`src/common/sci_regs.svh`:
```
// Purpose: Offsets, field positions and reset values of the core access bridge.
// Assumes: Host offsets are byte addresses on a 10-bit host address.
// Notes:   Included by its bare name; definitions only.
// How it works
// RULE1: Core registers sit at indirect addresses 0 to 0FFFh, via data and command.
// RULE2: Process RAM is reachable through the same pair, starting at 1000h.
// RULE3: Host starts a core read with one command write: pending, target, read, size.
// RULE4: Pending clears when read data is ready; host reads data only afterwards.
// RULE5: Accessed value is right-justified in the data register.
// RULE6: A core read rewrites every byte of the data register.
// RULE7: Host loads data first, then writes command with pending set and read cleared.
// RULE8: End of a core write shows as pending cleared.
// RULE9: Host waits the read-after-write gaps at the marked points.
// RULE10: Process RAM read data passes through a 16 by 32-bit FIFO.
// RULE11: FIFO answers at its base and seven following word aliases.
// RULE12: In FIFO direct select mode every read goes to the FIFO.
// RULE13: Host writes span, then read control with the active bit set.
// RULE14: Host keeps the whole transfer inside 1000h to 1FFFh.
// RULE15: Read control shows data present and a count of safe FIFO reads.
// RULE16: Active self-clears after the final FIFO read, which takes all four bytes.
// RULE17: Remaining length and current address advance as words enter the FIFO.
// RULE18: First word marks lanes valid from the start address low bits upward.
// RULE19: Setting the cancel bit stops a running process RAM read.
// RULE20: Host issues no new command while pending or active is still set.
`ifndef SCI_REGS_SVH
`define SCI_REGS_SVH

`define SCI_OFF_FIFO_TOP  5'h00
`define SCI_OFF_DATA      10'h300
`define SCI_OFF_CMD       10'h304
`define SCI_OFF_SPAN      10'h308
`define SCI_OFF_RCTL      10'h30C

`define SCI_CMD_PEND_BIT  31
`define SCI_CMD_DIR_BIT   30
`define SCI_CMD_SIZE_LSB  16
`define SCI_SPAN_LEN_LSB  16
`define SCI_RCTL_ACT_BIT  31
`define SCI_RCTL_CAN_BIT  30
`define SCI_RCTL_CNT_LSB  8
`define SCI_RCTL_PRS_BIT  0

`define SCI_RAM_BASE      16'h1000
`define SCI_FIFO_DEPTH    16
`define SCI_RST_WORD      32'h0000_0000

`endif

```
`src/common/sci_pkg.sv`:
```
// Purpose: Types shared by the core access bridge.
// Assumes: Nothing beyond the constants header.
// Notes:   Used with explicit sci_pkg:: scoping only.
`default_nettype none
package sci_pkg;
    // Owner of the single core access port
    typedef enum logic [1:0] {ARB_IDLE, ARB_CSR, ARB_RAM} sci_arb_t;
endpackage
`default_nettype wire

```
`src/verilog/sci_fifo.sv`:
```
// Purpose: Show-ahead FIFO with valid/ready on both sides.
// Assumes: Flush clears content in one cycle.
// Notes:   Full and empty come straight from the occupancy count.
`default_nettype none
module sci_fifo #(
    parameter int WIDTH = 32,
    parameter int DEPTH = 16,
    parameter int AW    = 4
) (
    input  wire logic             clk,
    input  wire logic             rstn,
    input  wire logic             flush,
    input  wire logic             in_valid,
    output logic                  in_ready,
    input  wire logic [WIDTH-1:0] in_data,
    output logic                  out_valid,
    input  wire logic             out_ready,
    output logic [WIDTH-1:0]      out_data,
    output logic [AW:0]           count
);
    logic [WIDTH-1:0] mem [DEPTH];
    logic [AW-1:0]    wptr_reg;
    logic [AW-1:0]    rptr_reg;
    logic             push;
    logic             pop;

    // Handshakes see the honest fill level
    assign in_ready  = (count < (AW+1)'(DEPTH));
    assign out_valid = (count != '0);
    assign out_data  = mem[rptr_reg];
    assign push      = in_valid && in_ready && !flush;
    assign pop       = out_valid && out_ready && !flush;

    // Storage needs no reset; pointers guard it
    always_ff @(posedge clk) begin
        if (push) begin
            mem[wptr_reg] <= in_data;
        end
    end

    // Pointers and level
    always_ff @(posedge clk or negedge rstn) begin
        if (!rstn) begin
            wptr_reg <= '0;
            rptr_reg <= '0;
            count    <= '0;
        end else if (flush) begin
            wptr_reg <= '0;
            rptr_reg <= '0;
            count    <= '0;
        end else begin
            wptr_reg <= wptr_reg + AW'(push);
            rptr_reg <= rptr_reg + AW'(pop);
            count    <= count + (AW+1)'(push) - (AW+1)'(pop);
        end
    end
endmodule
`default_nettype wire

```
`src/verilog/sci_lanes.sv`:
```
// Purpose: Byte lane mask from a lowest and a highest valid lane.
// Assumes: lo is not above hi.
// Notes:   Pure combinational.
`default_nettype none
module sci_lanes (
    input  wire logic [1:0] lo,
    input  wire logic [1:0] hi,
    output logic [3:0]      mask
);
    // One bit per lane inside the range
    always_comb begin
        for (int i = 0; i < 4; i++) begin
            mask[i] = (2'(i) >= lo) && (2'(i) <= hi);
        end
    end
endmodule
`default_nettype wire

```
`src/verilog/sci_bridge.sv`:
```
// Purpose: Host access to core registers and streamed process RAM reads.
// Assumes: Core port answers one request at a time with a one-cycle ack.
// Notes:   Host port answers every access one cycle later with host_ack.
`include "sci_regs.svh"
`default_nettype none
module sci_bridge (
    input  wire logic        clk,
    input  wire logic        rstn,
    input  wire logic        host_sel,
    input  wire logic        host_we,
    input  wire logic [9:0]  host_addr,
    input  wire logic [31:0] host_wdata,
    input  wire logic        fifo_direct_sel,
    output logic [31:0]      host_rdata,
    output logic             host_ack,
    output logic             core_req,
    output logic             core_we,
    output logic             core_ram_sel,
    output logic [15:0]      core_addr,
    output logic [2:0]       core_size,
    output logic [31:0]      core_wdata,
    input  wire logic        core_ack,
    input  wire logic [31:0] core_rdata,
    output logic [3:0]       read_lane_valid
);
    sci_pkg::sci_arb_t arb_reg;
    logic [31:0] data_reg;
    logic        pend_reg;
    logic        dir_reg;
    logic [2:0]  size_reg;
    logic [15:0] target_reg;
    logic [15:0] span_addr_reg;
    logic [15:0] span_len_reg;
    logic        active_reg;
    logic        first_reg;
    logic [15:0] words_left_reg;
    logic [1:0]  start_lane_reg;
    logic [1:0]  end_lane_reg;
    logic [31:0] rd_val;
    logic [4:0]  fifo_count;
    logic [31:0] fifo_data;
    logic        fifo_out_valid;
    logic        fifo_in_ready;
    logic [3:0]  lane_mask;
    logic        wr_any;
    logic        rd_sel;
    logic        rd_fifo;
    logic        pop;
    logic        wr_cmd;
    logic        start_rd;
    logic        cancel_rd;
    logic        csr_done;
    logic        ram_done;
    logic [2:0]  lane_room;
    logic [15:0] take;

    // Size field counts bytes; the mask keeps the value right-justified
    function automatic logic [31:0] size_mask(input logic [2:0] sz);
        case (sz)
            3'h1:    size_mask = 32'h0000_00FF;
            3'h2:    size_mask = 32'h0000_FFFF;
            default: size_mask = 32'hFFFF_FFFF;
        endcase
    endfunction

    // Host decode
    assign wr_any    = host_sel && host_we;
    assign rd_sel    = host_sel && !host_we;
    // RULE11: eight word aliases
    // RULE12: direct select ignores address
    assign rd_fifo   = rd_sel && (fifo_direct_sel || host_addr[9:5] == `SCI_OFF_FIFO_TOP);
    assign pop       = rd_fifo && fifo_out_valid;
    assign wr_cmd    = wr_any && host_addr == `SCI_OFF_CMD && !pend_reg;
    assign start_rd  = wr_any && host_addr == `SCI_OFF_RCTL && !active_reg
                       && host_wdata[`SCI_RCTL_ACT_BIT] && span_len_reg != '0;
    assign cancel_rd = wr_any && host_addr == `SCI_OFF_RCTL
                       && host_wdata[`SCI_RCTL_CAN_BIT];
    assign csr_done  = arb_reg == sci_pkg::ARB_CSR && core_ack;
    assign ram_done  = arb_reg == sci_pkg::ARB_RAM && core_ack;

    // Bytes the next word carries: rest of the word, capped by what remains
    assign lane_room = 3'h4 - {1'b0, span_addr_reg[1:0]};
    assign take      = (span_len_reg < {13'h0, lane_room}) ? span_len_reg
                                                            : {13'h0, lane_room};

    // Command and data registers
    always_ff @(posedge clk or negedge rstn) begin
        if (!rstn) begin
            data_reg   <= `SCI_RST_WORD;
            pend_reg   <= 1'b0;
            dir_reg    <= 1'b0;
            size_reg   <= '0;
            target_reg <= '0;
        end else begin
            if (wr_any && host_addr == `SCI_OFF_DATA) begin
                data_reg <= host_wdata;
            end
            // RULE5: right-justified value
            // RULE6: all bytes rewritten
            if (csr_done && dir_reg) begin
                data_reg <= core_rdata & size_mask(size_reg);
            end
            if (wr_cmd) begin
                pend_reg   <= host_wdata[`SCI_CMD_PEND_BIT];
                dir_reg    <= host_wdata[`SCI_CMD_DIR_BIT];
                size_reg   <= host_wdata[`SCI_CMD_SIZE_LSB +: 3];
                target_reg <= host_wdata[15:0];
            end
            // RULE4: ready data clears pending
            // RULE8: write done clears pending
            if (csr_done) begin
                pend_reg <= 1'b0;
            end
        end
    end

    // Core port arbiter; a pending register command goes first
    always_ff @(posedge clk or negedge rstn) begin
        if (!rstn) begin
            arb_reg      <= sci_pkg::ARB_IDLE;
            core_req     <= 1'b0;
            core_we      <= 1'b0;
            core_ram_sel <= 1'b0;
            core_addr    <= '0;
            core_size    <= '0;
            core_wdata   <= `SCI_RST_WORD;
        end else begin
            case (arb_reg)
                sci_pkg::ARB_IDLE: begin
                    if (pend_reg) begin
                        arb_reg      <= sci_pkg::ARB_CSR;
                        core_req     <= 1'b1;
                        core_we      <= !dir_reg;
                        // RULE1: low space is core registers
                        // RULE2: upper space is process RAM
                        core_ram_sel <= target_reg >= `SCI_RAM_BASE;
                        core_addr    <= target_reg;
                        core_size    <= size_reg;
                        core_wdata   <= data_reg & size_mask(size_reg);
                    end else if (active_reg && !cancel_rd && span_len_reg != '0
                                 && fifo_in_ready) begin
                        // Whole aligned word; one request in flight keeps room honest
                        arb_reg      <= sci_pkg::ARB_RAM;
                        core_req     <= 1'b1;
                        core_we      <= 1'b0;
                        core_ram_sel <= 1'b1;
                        core_addr    <= {span_addr_reg[15:2], 2'b00};
                        core_size    <= 3'h4;
                    end
                end
                sci_pkg::ARB_CSR, sci_pkg::ARB_RAM: begin
                    if (core_ack) begin
                        arb_reg  <= sci_pkg::ARB_IDLE;
                        core_req <= 1'b0;
                    end
                end
                default: begin
                    arb_reg  <= sci_pkg::ARB_IDLE;
                    core_req <= 1'b0;
                end
            endcase
        end
    end

    // Read span and transfer state
    always_ff @(posedge clk or negedge rstn) begin
        if (!rstn) begin
            span_addr_reg  <= '0;
            span_len_reg   <= '0;
            active_reg     <= 1'b0;
            first_reg      <= 1'b0;
            words_left_reg <= '0;
            start_lane_reg <= '0;
            end_lane_reg   <= '0;
        end else begin
            if (wr_any && host_addr == `SCI_OFF_SPAN && !active_reg) begin
                span_addr_reg <= host_wdata[15:0];
                span_len_reg  <= host_wdata[`SCI_SPAN_LEN_LSB +: 16];
            end
            if (start_rd) begin
                active_reg     <= 1'b1;
                first_reg      <= 1'b1;
                words_left_reg <= 16'((17'(span_len_reg) + 17'(span_addr_reg[1:0])
                                       + 17'h3) >> 2);
                start_lane_reg <= span_addr_reg[1:0];
                end_lane_reg   <= 2'(span_addr_reg + span_len_reg - 16'h1);
            end
            // RULE17: progress shown
            if (ram_done && active_reg) begin
                span_addr_reg <= span_addr_reg + take;
                span_len_reg  <= span_len_reg - take;
            end
            if (pop && active_reg) begin
                first_reg      <= 1'b0;
                words_left_reg <= words_left_reg - 16'h1;
                // RULE16: final read self-clears
                if (words_left_reg == 16'h1) begin
                    active_reg <= 1'b0;
                end
            end
            // RULE19: cancel stops transfer
            if (cancel_rd) begin
                active_reg <= 1'b0;
            end
        end
    end

    // RULE10: sixteen by thirty-two buffer
    sci_fifo #(
        .WIDTH (32),
        .DEPTH (`SCI_FIFO_DEPTH),
        .AW    (4)
    ) u_fifo (
        .clk       (clk),
        .rstn      (rstn),
        .flush     (cancel_rd),
        .in_valid  (ram_done && active_reg),
        .in_ready  (fifo_in_ready),
        .in_data   (core_rdata),
        .out_valid (fifo_out_valid),
        .out_ready (rd_fifo),
        .out_data  (fifo_data),
        .count     (fifo_count)
    );

    // RULE18: first word lanes from start
    sci_lanes u_lanes (
        .lo   (first_reg ? start_lane_reg : 2'b00),
        .hi   (words_left_reg == 16'h1 ? end_lane_reg : 2'b11),
        .mask (lane_mask)
    );

    // Read-back mux; the final word counts as four bytes whatever the mask says
    always_comb begin
        rd_val = `SCI_RST_WORD;
        if (rd_fifo) begin
            rd_val = fifo_out_valid ? fifo_data : `SCI_RST_WORD;
        end else begin
            case (host_addr)
                `SCI_OFF_DATA: rd_val = data_reg;
                `SCI_OFF_CMD: begin
                    rd_val[`SCI_CMD_PEND_BIT]          = pend_reg;
                    rd_val[`SCI_CMD_DIR_BIT]           = dir_reg;
                    rd_val[`SCI_CMD_SIZE_LSB +: 3]     = size_reg;
                    rd_val[15:0]                       = target_reg;
                end
                `SCI_OFF_SPAN: rd_val = {span_len_reg, span_addr_reg};
                `SCI_OFF_RCTL: begin
                    rd_val[`SCI_RCTL_ACT_BIT]          = active_reg;
                    // RULE15: present flag and count
                    rd_val[`SCI_RCTL_CNT_LSB +: 5]     = fifo_count;
                    rd_val[`SCI_RCTL_PRS_BIT]          = fifo_out_valid;
                end
                default: rd_val = `SCI_RST_WORD;
            endcase
        end
    end

    // Host answer and lane report, all registered
    always_ff @(posedge clk or negedge rstn) begin
        if (!rstn) begin
            host_rdata      <= `SCI_RST_WORD;
            host_ack        <= 1'b0;
            read_lane_valid <= 4'h0;
        end else begin
            host_ack <= host_sel;
            if (rd_sel) begin
                host_rdata <= rd_val;
            end
            if (pop) begin
                read_lane_valid <= lane_mask;
            end
        end
    end
endmodule
`default_nettype wire

```
`config.mk`:
```
export PLATFORM = sky130hd
export DESIGN_NAME = sci_bridge
export DESIGN_NICKNAME = d
export VERILOG_FILES = /design/src/common/sci_pkg.sv /design/src/verilog/sci_fifo.sv /design/src/verilog/sci_lanes.sv /design/src/verilog/sci_bridge.sv
export VERILOG_INCLUDE_DIRS = /design/src /design/src/common
export SDC_FILE = /design/constraint.sdc
export NUM_CORES = 1
export LEC_CHECK = 0
export ABC_CLOCK_PERIOD_IN_PS = 8650
export BUFFER_PORTS_ARGS = -buffer_cell sky130_fd_sc_hd__buf_2
export CAP_MARGIN = 20
export CORE_MARGIN = 8
export CORE_UTILIZATION = 58
export DETAILED_ROUTE_END_ITERATION = 16
export PLACE_DENSITY_LB_ADDON = 0.1
export SLEW_MARGIN = 20
export SYNTH_ARGS = -nofsm -noshare
export SYNTH_HDL_FRONTEND = slang
export SYNTH_HIERARCHICAL = 1
export SYNTH_SLANG_ARGS = --single-unit
export TNS_END_PERCENT = 100
```
`constraint.sdc`:
```
create_clock -name clk -period 8.65 [get_ports clk]
set_input_delay 0.865 -clock clk [delete_from_list [all_inputs] [get_ports clk]]
set_output_delay 0.865 -clock clk [all_outputs]
set_load 0.05 [all_outputs]
```
==> impl_results.md <==
- Rows: 84
- Initial core utilization: 0.585
- Antenna violations before repair: 1
- Routed WL: between 70,000 and 80,000 um
- Mean Syn Cell Area: roughly 16 sq um
- Post-synth top cells: edfxtp_1 (512), dfrtp_1 (213), mux4_2 (128)
- RSZ-0062 raised after global routing: no
- Vias in the first global route: 18,610
- Area grow syn2layout: 13.6%
- GRT overflow: 0
- First-pass GRT wire length: between 100,000 and 150,000 um
- Measured slew at the worst slew-check pin: between 1000 and 1500 ps
- CP Launch Type: flop
- Yosys warns: 6
- Final Cycle Share: 0.511
- Layout cells sized above 1: 0.235
- Drt wl/cell: between 20 and 30 um
- Clock Skews: 23.4 ps
- Sequential element share of the synthesized area: 0.677
- Asr flop ratio synth: 0.294
- Maxcap violations: 0
- Static Leakage: 0.0131 uW
- Slew Viols, Final: 0
- Worst-path clk slew: ~60 ps
- Finish-stage setup viols: 0
- Post-DP HPWL: about 50,000 um
- Final core utilization: 0.664
- Yosys top cell by area: edfxtp_1
- Final instance area: about 0.035 sq mm
- WP data arrival: between 4000 and 5000 ps
- Num CTS Buffers: between 70 and 80
- Core area: around 0.052 sq mm
- Hold Buf Count CTS: 0
- Yosys reg bits: 725
- Final-report hold violation count: 0
- Status: finished clean
- Worst endpoint required time: ~9000 ps
- Clock tree sinks: 725
- Top FF cell, synth: edfxtp_1
- R2r setup slk: 4230 ps
- Routed vias: approximately 19,000
- Die Span Y: between 200 and 250 um
- Total Neg Setup Slack: 0 ps
- Power density cells: approximately 270 mW/mm^2
- Area of the mapped netlist: slightly above 0.03 sq mm
- WS Path Type: reg -> reg
- EDFF count, synth: slightly above 500
- I/O pins: roughly 170
- Gates resized, CTS repair: 0
- Most flop-heavy register: u_fifo/mem
- Antenna diode count: 0
- Max reg flops: roughly 510
- TritonCTS clock tree: yes
- Clk_lat worst skew: between 600 and 700 ps
- Synth top area share: 0.502
- RePlAce Congestion: a little over 0.9
- Slew headroom: 0.230
- # port buffers: 170
- Max FO, Critical Path: 5
- CTS H-tree lvls: 3
- Initial drt markers: 2,120
- First-pass detailed-route iteration total: 6
- CTS Buffer Depth: 3
- Setup Fix Bufs, Post-CTS: 0
- Maximum clock frequency: 226 MHz
- Root buffer cell: clkbuf_16
- Mapped Cells: roughly 2,000
- Largest net degree at the start of global routing: around 100
- Post-DP Area: between 0.03 and 0.04 sq mm
- Most frequent cell after synthesis: edfxtp_1
- Maximum vdd ir drop: roughly 0.21 mV
- Worst Setup End Kind: flop
- Die W: 246 um
- Number of nets in the layout: around 2,300
- Die area: just over 0.06 sq mm
- Yosys cell types: 82
- GRT Total Usage: 0.256
- Vias per cell: roughly 6.5
- Hold Crit Class: in -> async
- Min Tclk post-route: between 4000 and 5000 ps
- # DRC: 0
- DRT antenna net count: 0
- Synth area leaders: edfxtp_1 (50%), dfrtp_1 (17%), mux4_2 (9.4%)
==> worst paths after layout <==
path,cells after the start,endpoint,start
setup / recovery,18,span_len_reg[11],span_addr_reg[1]
hold / removal,1,words_left_reg[12],rstn
setup reg to reg,18,span_len_reg[11],span_addr_reg[1]
hold reg to reg,2,host_rdata[6],host_rdata[6]
max in group asynchronous,2,u_fifo/rptr_reg[1],rstn
min in group clk,1,host_ack,host_sel
==> critical path, stage by stage, from the launching register on <==
cell and delay, ps:
dfrtp_1 410, inv_1 120, ha_1 310, inv_1 50
ha_1 250, nor2b_1 130, o21ai_0 130, or3b_2 520
nor2_1 110, a21o_1 210, inv_1 70, ha_1 270
nor2b_1 130, o21ai_0 220, nor4b_2 480, nand2_1 190
or4_1 430, a32oi_1 210, nand2_1 70
==> cells by family after synthesis <==
family          Yosys count  share of synthesized area
compound gates          422                     0.0931
xor+xnor                 33                    0.00944
fa+ha+maj                45                     0.0194
buf+inv                 153                     0.0223
flops                   725                      0.677
mux                     183                      0.114
other cells               1                   0.000123
simple gates            410                     0.0655
==> area by class of cell <==
class / count / area, sq um
clock buffer: 107 / 2130
clock inverter: 33 / 352
fill: 3668 / 17600
inverter: 37 / 139
multi-input combinational: 1105 / 9410
sequential: 725 / 20700
tap: 688 / 861
timing repair buffer: 199 / 1160
==> cells in the final DEF, fill, tap and decap left out, types with 21 or more instances in the layout <==
master	synthesis	final
edfxtp_1	512	512
dfrtp_1	213	211
buf_2	15	169
mux4_2	128	128
nand2_1	118	117
nor2_1	127	113
a21oi_1	112	112
a22oi_1	104	104
clkbuf_16	0	77
o21ai_0	55	55
ha_1	41	41
o22ai_1	38	38
inv_1	37	37
mux2_2	35	35
nor3_1	32	28
a22o_1	28	28
nand3_1	28	27
buf_4	11	25
clkbuf_1	76	21
==> through the flow <==
step	setup WS (ps)	std cells	power, uW	hold WS [ps]
final	4230	2894	9370	253
after global routing	3940	2894	9730	300
after CTS	4310	2894	9440	284
after detailed placement	4260	2754	6240	465
after global placement	4370	2750	6210	448
after floorplan	3820	1983	5570	430
==> report_power, final <==
group	switching, uW	internal (uW)
combinational	1280	850
clock	1320	1880
sequential	203	3840
==> per-layer routing <==
layer | vias up | GRT usage | routed length (um)
met1 | 9778 | 0.387 | 33700
met2 | 831 | 0.390 | 35700
met5 | - | 0 | 0
met3 | 110 | 0.0432 | 6240
met4 | 0 | 0.0573 | 1470
li1 | 8080 | - | -
Note: power is estimated with default switching activity, not from simulation.
